===== config.mk =====
export PLATFORM = sky130hd
export DESIGN_NAME = cdc_channel_setup_averaging
export DESIGN_NICKNAME = d
export VERILOG_FILES = /design/src/cdc_setup_pkg.sv /design/src/cdc_average_channel.sv /design/src/cdc_channel_setup_averaging.sv
export SDC_FILE = /design/constraint.sdc
export NUM_CORES = 1
export LEC_CHECK = 0
export BUFFER_PORTS_ARGS = -buffer_cell sky130_fd_sc_hd__buf_2
export CAP_MARGIN = 30
export CORE_UTILIZATION = 60
export DETAILED_ROUTE_END_ITERATION = 12
export HOLD_SLACK_MARGIN = 0.05
export PLACE_DENSITY = 0.81
export SETUP_SLACK_MARGIN = 0.05
export SLEW_MARGIN = 10
export SYNTH_ARGS = -nofsm -noshare
export SYNTH_HDL_FRONTEND = slang
export SYNTH_HIERARCHICAL = 1
export SYNTH_SLANG_ARGS = --single-unit

===== constraint.sdc =====
create_clock -name i_clk -period 6.5 [get_ports i_clk]
set_input_delay 1.3 -clock i_clk [delete_from_list [all_inputs] [get_ports i_clk]]
set_output_delay 1.3 -clock i_clk [all_outputs]
set_load 0.05 [all_outputs]

===== src/cdc_setup_pkg.sv =====
// package for the two-channel setup and averaging register bank
// assumes an apb master on the same 40 MHz clock; conversion events come from the core
package cdc_setup_pkg;
   // ======================================================
   // register map, byte addresses are four times the index
   localparam logic [7:0]  SETUP_ONE_IDX      = 8'h0B;
   localparam logic [7:0]  SETUP_TWO_IDX      = 8'h0E;
   localparam logic [7:0]  CONTROL_IDX        = 8'h10;
   localparam logic [7:0]  AVG_ONE_IDX        = 8'h11;
   localparam logic [7:0]  AVG_TWO_IDX        = 8'h12;
   localparam logic [7:0]  SETUP_RESET        = 8'h0B;
   localparam logic [7:0]  CONTROL_RESET      = 8'h00;
   // ======================================================
   // field positions
   localparam int          RANGE_MSB          = 7;
   localparam int          RANGE_LSB          = 6;
   localparam int          HYST_BIT           = 4;
   localparam int          SETTLE_MSB         = 3;
   localparam int          FIXED_BIT          = 0;
   // ======================================================
   // range codes: input range in quarter pF and dac step in lsb
   localparam logic [1:0]  RANGE_2PF          = 2'h0;
   localparam logic [1:0]  RANGE_HALF_PF      = 2'h1;
   localparam logic [1:0]  RANGE_1PF          = 2'h2;
   localparam logic [1:0]  RANGE_4PF          = 2'h3;
   localparam logic [4:0]  RANGE_Q_2PF        = 5'h08;
   localparam logic [4:0]  RANGE_Q_HALF       = 5'h02;
   localparam logic [4:0]  RANGE_Q_1PF        = 5'h04;
   localparam logic [4:0]  RANGE_Q_4PF        = 5'h10;
   localparam logic [3:0]  STEP_2PF           = 4'h4;
   localparam logic [3:0]  STEP_HALF_PF       = 4'h1;
   localparam logic [3:0]  STEP_1PF           = 4'h2;
   localparam logic [3:0]  STEP_4PF           = 4'h8;
   // ======================================================
   typedef struct packed {
      logic [4:0]  range_quarter_pf;
      logic [3:0]  dac_step;
      logic        hyst_active;
      logic [4:0]  time_const_log2;
   } chan_cfg_t;

   typedef struct packed {
      logic        valid;
      logic [15:0] data;
   } conv_t;
endpackage


===== src/cdc_average_channel.sv =====
// one channel of exponential data averaging
// assumes the conversion pulse is one cycle on i_clk
`timescale 1ns/1ps
module cdc_average_channel (
   input  wire logic                      i_clk,
   input  wire logic                      i_rst_n,
   input  wire cdc_setup_pkg::conv_t      i_conv,
   input  wire logic [4:0]                i_log2_tc,
   output logic      [15:0]               o_average
);
   // ======================================================
   // fixed point average: 16 integer bits plus 16 fraction bits
   logic [31:0] avg_reg;
   logic [31:0] avg_next;
   logic signed [33:0] diff;
   logic signed [33:0] step;

   always_comb begin
      diff     = $signed({2'h0, i_conv.data, 16'h0000}) - $signed({2'h0, avg_reg});
      // a step of diff/tc per conversion gives exp(-n/tc) settling
      step     = diff >>> i_log2_tc;
      avg_next = 32'(($signed({2'h0, avg_reg}) + step));
   end

   always_ff @(posedge i_clk or negedge i_rst_n) begin
      if (!i_rst_n) begin
         avg_reg <= 32'h0000_0000;
      end else if (i_conv.valid) begin
         avg_reg <= avg_next;
      end
   end

   assign o_average = avg_reg[31:16];
endmodule


===== src/cdc_channel_setup_averaging.sv =====
// two-channel setup register bank with per-channel data averaging
// assumes apb master on i_clk; conversion pulses are synchronous to i_clk
//
// Added by the designer: the APB slave port.
`timescale 1ns/1ps
module cdc_channel_setup_averaging (
   input  wire logic                      i_clk,
   input  wire logic                      i_rst_n,
   input  wire logic                      i_psel,
   input  wire logic                      i_penable,
   input  wire logic                      i_pwrite,
   input  wire logic [9:0]                i_paddr,
   input  wire logic [31:0]               i_pwdata,
   input  wire cdc_setup_pkg::conv_t      i_conv_one,
   input  wire cdc_setup_pkg::conv_t      i_conv_two,
   output logic      [31:0]               o_prdata,
   output logic                           o_pready,
   output logic                           o_pslverr,
   output cdc_setup_pkg::chan_cfg_t       o_cfg_one,
   output cdc_setup_pkg::chan_cfg_t       o_cfg_two,
   output logic                           o_fixed_threshold_select,
   output logic      [15:0]               o_average_one,
   output logic      [15:0]               o_average_two
);
   // ======================================================
   // apb decode; slave answers in the second access cycle, after one wait state
   // writes land on the completing edge so the master sees them only once ready is up
   logic [7:0]  setup_one_reg;
   logic [7:0]  setup_two_reg;
   logic [7:0]  control_reg;
   logic [15:0] avg_one;
   logic [15:0] avg_two;
   logic [7:0]  idx;
   logic        hit_map;
   logic        access;
   logic        wr;
   logic [31:0] rdata_next;

   assign idx    = i_paddr[9:2];
   assign access = i_psel && i_penable && !o_pready;
   assign wr     = i_psel && i_penable && o_pready && i_pwrite && hit_map;

   always_comb begin
      hit_map    = 1'b1;
      rdata_next = 32'h0000_0000;
      unique case (idx)
         cdc_setup_pkg::SETUP_ONE_IDX: rdata_next = {24'h000000, setup_one_reg};
         cdc_setup_pkg::SETUP_TWO_IDX: rdata_next = {24'h000000, setup_two_reg};
         cdc_setup_pkg::CONTROL_IDX:   rdata_next = {24'h000000, control_reg};
         cdc_setup_pkg::AVG_ONE_IDX:   rdata_next = {16'h0000, avg_one};
         cdc_setup_pkg::AVG_TWO_IDX:   rdata_next = {16'h0000, avg_two};
         default:                      hit_map    = 1'b0;
      endcase
   end

   always_ff @(posedge i_clk or negedge i_rst_n) begin
      if (!i_rst_n) begin
         o_pready  <= 1'b0;
         o_pslverr <= 1'b0;
         o_prdata  <= 32'h0000_0000;
      end else begin
         o_pready  <= access;
         o_pslverr <= access && !hit_map;
         o_prdata  <= (access && !i_pwrite) ? rdata_next : 32'h0000_0000;
      end
   end

   // ======================================================
   // setup registers, one per channel, and the control register
   always_ff @(posedge i_clk or negedge i_rst_n) begin
      if (!i_rst_n) begin
         setup_one_reg <= cdc_setup_pkg::SETUP_RESET;
      end else if (wr && idx == cdc_setup_pkg::SETUP_ONE_IDX) begin
         setup_one_reg <= i_pwdata[7:0];
      end
   end

   always_ff @(posedge i_clk or negedge i_rst_n) begin
      if (!i_rst_n) begin
         setup_two_reg <= cdc_setup_pkg::SETUP_RESET;
      end else if (wr && idx == cdc_setup_pkg::SETUP_TWO_IDX) begin
         setup_two_reg <= i_pwdata[7:0];
      end
   end

   always_ff @(posedge i_clk or negedge i_rst_n) begin
      if (!i_rst_n) begin
         control_reg <= cdc_setup_pkg::CONTROL_RESET;
      end else if (wr && idx == cdc_setup_pkg::CONTROL_IDX) begin
         control_reg <= i_pwdata[7:0];
      end
   end

   // ======================================================
   // field decode
   function automatic cdc_setup_pkg::chan_cfg_t decode(input logic [7:0] s, input logic fixed);
      cdc_setup_pkg::chan_cfg_t c;
      c = '0;
      unique case (s[cdc_setup_pkg::RANGE_MSB:cdc_setup_pkg::RANGE_LSB])
         cdc_setup_pkg::RANGE_2PF: begin
            c.range_quarter_pf = cdc_setup_pkg::RANGE_Q_2PF;
            c.dac_step         = cdc_setup_pkg::STEP_2PF;
         end
         cdc_setup_pkg::RANGE_HALF_PF: begin
            c.range_quarter_pf = cdc_setup_pkg::RANGE_Q_HALF;
            c.dac_step         = cdc_setup_pkg::STEP_HALF_PF;
         end
         cdc_setup_pkg::RANGE_1PF: begin
            c.range_quarter_pf = cdc_setup_pkg::RANGE_Q_1PF;
            c.dac_step         = cdc_setup_pkg::STEP_1PF;
         end
         cdc_setup_pkg::RANGE_4PF: begin
            c.range_quarter_pf = cdc_setup_pkg::RANGE_Q_4PF;
            c.dac_step         = cdc_setup_pkg::STEP_4PF;
         end
      endcase
      c.hyst_active     = s[cdc_setup_pkg::HYST_BIT] && !fixed;
      c.time_const_log2 = {1'b0, s[cdc_setup_pkg::SETTLE_MSB:0]} + 5'h01;
      return c;
   endfunction

   logic fixed_sel;
   assign fixed_sel = control_reg[cdc_setup_pkg::FIXED_BIT];

   always_ff @(posedge i_clk or negedge i_rst_n) begin
      if (!i_rst_n) begin
         o_cfg_one                <= '0;
         o_cfg_two                <= '0;
         o_fixed_threshold_select <= 1'b0;
         o_average_one            <= 16'h0000;
         o_average_two            <= 16'h0000;
      end else begin
         o_cfg_one                <= decode(setup_one_reg, fixed_sel);
         o_cfg_two                <= decode(setup_two_reg, fixed_sel);
         o_fixed_threshold_select <= fixed_sel;
         o_average_one            <= avg_one;
         o_average_two            <= avg_two;
      end
   end

   // ======================================================
   // independent averaging per channel
   logic [4:0] tc_one;
   logic [4:0] tc_two;
   assign tc_one = {1'b0, setup_one_reg[3:0]} + 5'h01;
   assign tc_two = {1'b0, setup_two_reg[3:0]} + 5'h01;

   cdc_average_channel u_avg_one (
      .i_clk     (i_clk),
      .i_rst_n   (i_rst_n),
      .i_conv    (i_conv_one),
      .i_log2_tc (tc_one),
      .o_average (avg_one)
   );

   cdc_average_channel u_avg_two (
      .i_clk     (i_clk),
      .i_rst_n   (i_rst_n),
      .i_conv    (i_conv_two),
      .i_log2_tc (tc_two),
      .o_average (avg_two)
   );
endmodule


### Word level (Yosys, flattened, before mapping)

Cells that the tools add are included.

* mux-type cells: 5
* divide/modulo/power cells: 0
* bitwise logic cells: 0
* order comparisons: 0
* $add $sub $neg: 6
* shifts and indexed selects: 2
* reduce and logical (&&, ||, !) cells: 19
* eq/ne operators: 11
* multipliers: 0

Operator list (count)
* 16-bit one-hot mux with 5 select lines: 1
* 9-bit one-hot mux with 4 select lines: 2
* 34-bit by 5-bit >>> shifter with 32-bit output: 2
* 32-bit by 32-bit subtractor with 33-bit output: 2
* 32-bit adder: 2
* 32-bit two-way mux: 1
* 8-bit by 5-bit equality test with 1-bit output, second input constant: 3
* 8-bit by 4-bit equality test with 1-bit output, second input constant: 2
* 1-bit logical AND: 12
* 4-bit by 1-bit adder with 5-bit output, second input constant: 2
* 2-bit equality test, second input constant: 4
* 5-bit OR reduction: 1
* 2-bit by 1-bit equality test with 1-bit output, second input constant: 2
* 1-bit logical NOT: 4
* 2-bit logical NOT: 2
* 1-bit two-way mux: 1

* RAM bits: 0
* latch bits: 0
* input bits: 81
* bits in read-only memories: 0
* word-level logic and storage cells: 62
* memories: 0
* register bits after elaboration: 185

### Longest topological paths before layout

* word-level depth: 5
* depth in mapped cells: 24
* gate-level depth less buffers: 22

### By module

The synthesis kept the hierarchy.

Modules (own cells, without submodules)
* cdc_average_channel (u_avg_two): area an instance 6912.9 µm², cells each 909, times used 1
* cdc_average_channel (u_avg_one): area an instance 6877.8 µm², cells each 953, times used 1
* cdc_channel_setup_averaging: area an instance 3644.7 µm², cells each 261, times used 1

### Least setup slack after synthesis

No wires, ideal clock.

* kind: input to register
* from: input port i_conv_one[6] (netlist bit)
* to: register u_avg_one.avg_reg[30]
* data required time: 6.364 ns
* data arrival time: 6.518 ns
* library setup time: 0.136 ns
* path slack: -0.154 ns
* stages on the path: 21
* buffers on the path: 1
* cell sequence: ha_1 clkbuf_1 a21o_1 and2_1 a2111oi_1 o21bai_1 a21oi_1 xnor2_1 a2111oi_0 o41ai_2 mux4_2 fa_1 a211o_1 a21oi_1 o21ai_0 a211o_1 o22ai_1 o211ai_1 a31oi_1 xor2_1 mux2i_1

* longest elaborated chain between the ends: 3

Ends and longest elaborated chain
* start, declared: RTL line cdc_channel_setup_averaging.sv:14 `input wire cdc_setup_pkg::conv_t i_conv_one,`
* 32-bit by 32-bit subtractor with 33-bit output: RTL line cdc_average_channel.sv:19 `diff = $signed({2'h0, i_conv.data, 16'h0000}) - $signed({2'h0, avg_reg});`
* 34-bit by 5-bit >>> shifter with 32-bit output: RTL line cdc_average_channel.sv:21 `step = diff >>> i_log2_tc;`
* 32-bit adder: RTL line cdc_average_channel.sv:22 `avg_next = 32'(($signed({2'h0, avg_reg}) + step));`
* end signal, assigned: RTL line cdc_average_channel.sv:29 `avg_reg <= avg_next;`
* end, declared: RTL line cdc_average_channel.sv:13 `logic [31:0] avg_reg;`

No other way between the ends.
A chain may end at the register's enable or synchronous reset.

### Worst setup path in the final report

* from: input port i_conv_two[3] (netlist bit)
* to: register u_avg_two.avg_reg[31]

* longest elaborated chain between the ends: 3

Ends and longest elaborated chain
* start, declared: RTL line cdc_channel_setup_averaging.sv:15 `input wire cdc_setup_pkg::conv_t i_conv_two,`
* 32-bit by 32-bit subtractor with 33-bit output: RTL line cdc_average_channel.sv:19
* 34-bit by 5-bit >>> shifter with 32-bit output: RTL line cdc_average_channel.sv:21
* 32-bit adder: RTL line cdc_average_channel.sv:22
* end signal, assigned: RTL line cdc_average_channel.sv:29
* end, declared: RTL line cdc_average_channel.sv:13

No other way between the ends.

==> results.toml <==
[cts]
cts_sinks = 159
cts_tree = "done"
ctsHoldBuffers = 0
clk_pin_slew_ps = 80
root_buffer = "clkbuf_16"
cts_buffer_depth = 2
cts_made_buffers = 17
clock_latency_ps = 450
htree_levels = 4

[synthesis]
post_synth_instance_area_um2 = 17440
synth-async-reset-ratio = 1.000
synth_area_leaders = "dfrtp_1, ha_1, mux2_2, a21oi_1, mux2i_1"
synth_cells = 2123
postSynthAreaPerCell_um2 = 8.213
ys_types = 94
ys_seq_elements = 159
synth_top_area_cell = "dfrtp_1"
synth_top_area_frac = 0.2196
seq_area_frac_synth = 0.2286
ys.flop_type = "dfrtp_1"
synth_edf_count = 0
ys_warn_count = 6

[worst_setup_path]
reg2reg_slack_ps = 80
path_max_fanout = 5
worstSetupStartpointType = "primary input"
cp.required_ps = 6810
critPathTopFamily = "compound AO/OA/AOI/OAI gates"
worst_ep_arrival_time_ps = 6990
criticalPathCategory = "in2reg"
cp-end-kind = "flip-flop"
r2r_start = "u_avg_two/avg_reg[18]"
crit-reg2reg-capture = "u_avg_two/avg_reg[31]"
slowest_stage = "mux4_2"
r2r_cells = 24
path_buf_inv = 4
cp_slowest_stage_delay_ps = 530
worstPathCellList = "buf_2, ha_4, nand3_2, nor3_4, buf_6, a31oi_4, buf_4, o21ai_2, xnor2_1, mux4_2, nor2_1, a211oi_1, o41ai_2, buf_4, ha_1, and4_1, and2_1, a221o_1, or4_4, o22ai_4, o211a_1, o21ai_2, o41ai_2, o22ai_2"

[finish]
fin_util = 0.7578
layout-drive-gt1-share = 0.3051
fillers = 2079
design_area_um2 = 21690
area_growth_pct = 24.41
diodes = 0
fin_nets = 2662
final_common_cell = "buf_4"
final_cell_mix = "buf_4, nand2_1, nor2_1"
final_cell_count_no_fill = 2878

[run]
maxCapViolCount = 0

[placed_design]
place_area_um2 = 20570
io_buffers = 133
dpl.cell_count = 2835
gp_congestion = 0.9821
dpl.hpwl_um = 46250

[status]
violations = "negative setup slack"
status = "complete, but fails checks"

[timing]
rsz0062_at_grt = "true"
fmax_ghz = 0.1498
slew_headroom = 0.3429
hold_viol_final = 0
tns_ps = -176.5
slew_violations = 0
worst_slack_ps = -176.5
fin_crit_sh = 1.027
worstMarginPinSlew_ps = 983.7
period_needed_ps = 6677
skew_ps = 13.47
finalSetupViolCount = 1

[route]
route.vias.total = 19590
wire_per_inst_um = 22.12
postRouteWirelength_um = 63650
avgViaCountPerCell = 6.808
first_pass_iters = 9
routed-wl-met3_um = 5636
topRoutingLayerUsed = "met5"
met2WireLength_um = 30590
remaining_drc_errors = 0
wl_met1_um = 23290
ant_nets = 0
drt-initial-drc-count = 2485

[floorplanning]
die_area_um2 = 29740
pin_count = 178
num_rows = 62
die_h_um = 172.5
core_area_um2 = 28630
start_util = 0.6091
die_w_um = 172.5

[global_route]
grt.overflow.total = 0
grt_pass1_wl_um = 95120
grt_max_degree = 83
antenna_found_initial = 1
grtUsageTotal = 0.4123
first_global_vias = 18070

[worst_hold_path]
hold_class = "reg2reg"
min_from = "control_reg[0]"
min_to = "o_fixed_threshold_select"
holdPathStages = 0
synth_stat cells (all sizes together), types with 22 or more instances:
master,count
nand2,160
nor2,158
dfrtp,153
a21oi,141
o21ai,120
clkbuf,116
ha,98
inv,83
buf,82
mux2i,68
nor3,66
mux2,64
xnor2,59
a21o,55
nand3,53
a211oi,39
o211ai,39
a31oi,33
mux4,29
xor2,27
a22oi,23
and3,22
o21a,22
o31ai,22
what timing repair did:
item	4_1_cts	5_1_grt
buffers inserted	0	10
endpoints found under the setup margin	13	33
endpoints found under the hold margin	0	0
pin swaps	0	32
resized for setup	9	80
worst max-delay path by stage:
| stage | cells past startpoint | startpoint | endpoint |
|---|---|---|---|
| final | 24 | i_conv_two[3] | u_avg_two/avg_reg[31] |
| after detailed placement | 21 | i_conv_one[1] | u_avg_one/avg_reg[30] |
| after global routing | 24 | i_conv_two[1] | u_avg_two/avg_reg[31] |
| after CTS | 22 | i_conv_one[3] | u_avg_one/avg_reg[28] |
| after floorplan | 21 | i_conv_two[6] | u_avg_two/avg_reg[30] |
| after global placement | 22 | i_conv_one[1] | u_avg_one/avg_reg[30] |
worst register-to-register path, delay by kind of cell, from the launching register on:
kind	cells	cell delay, ps
AOI/OAI and AO/OA	10	2440
xor gates and xnor gates	1	150
adders and majority gates	2	570
buffers and inverters	4	740
DFF	1	490
muxes	1	530
and+or+nand+nor	6	1350
cell type report:
cell class / count / area (um2) / share of cell area
multi-input combinational: 1694 / 12680 / 0.5847
sequential: 159 / 3986 / 0.1838
clock buffer: 18 / 439.2 / 0.02025
timing repair buffer: 520 / 3585 / 0.1653
clock inverter: 14 / 183.9 / 0.008479
inverter: 89 / 334.1 / 0.01540
tap: 384 / 480.5 / 0.02215
routing by layer:
layer / track usage / up-vias
met1: 0.4784 / 9410
li1: - / 8681
met3: 0.07828 / 307
met4: 0.2620 / 2
met5: 0 / -
met2: 0.6985 / 1193
through the flow:
stage,hold WS [ps],setup WS [ps]
2_1_floorplan,409.8,64.68
3_3_place_gp,434.4,-447.7
3_5_place_dp,413.6,-579.5
4_1_cts,452.5,39.42
5_1_grt,469.7,-308.1
6_report,457.4,-176.5
logic make-up after synthesis:
group,after synthesis,synth area share
muxes,161,0.1178
DFF,159,0.2286
xor gates and xnor gates,86,0.04320
other,1,0.0002151
buffers and inverters,287,0.07571
and+or+nand+nor,614,0.1762
adders and majority gates,100,0.07262
AOI/OAI and AO/OA,715,0.2856
Power is not shown: default switching activity piles up to over one toggle a cycle in this logic, so the estimate is an artifact.
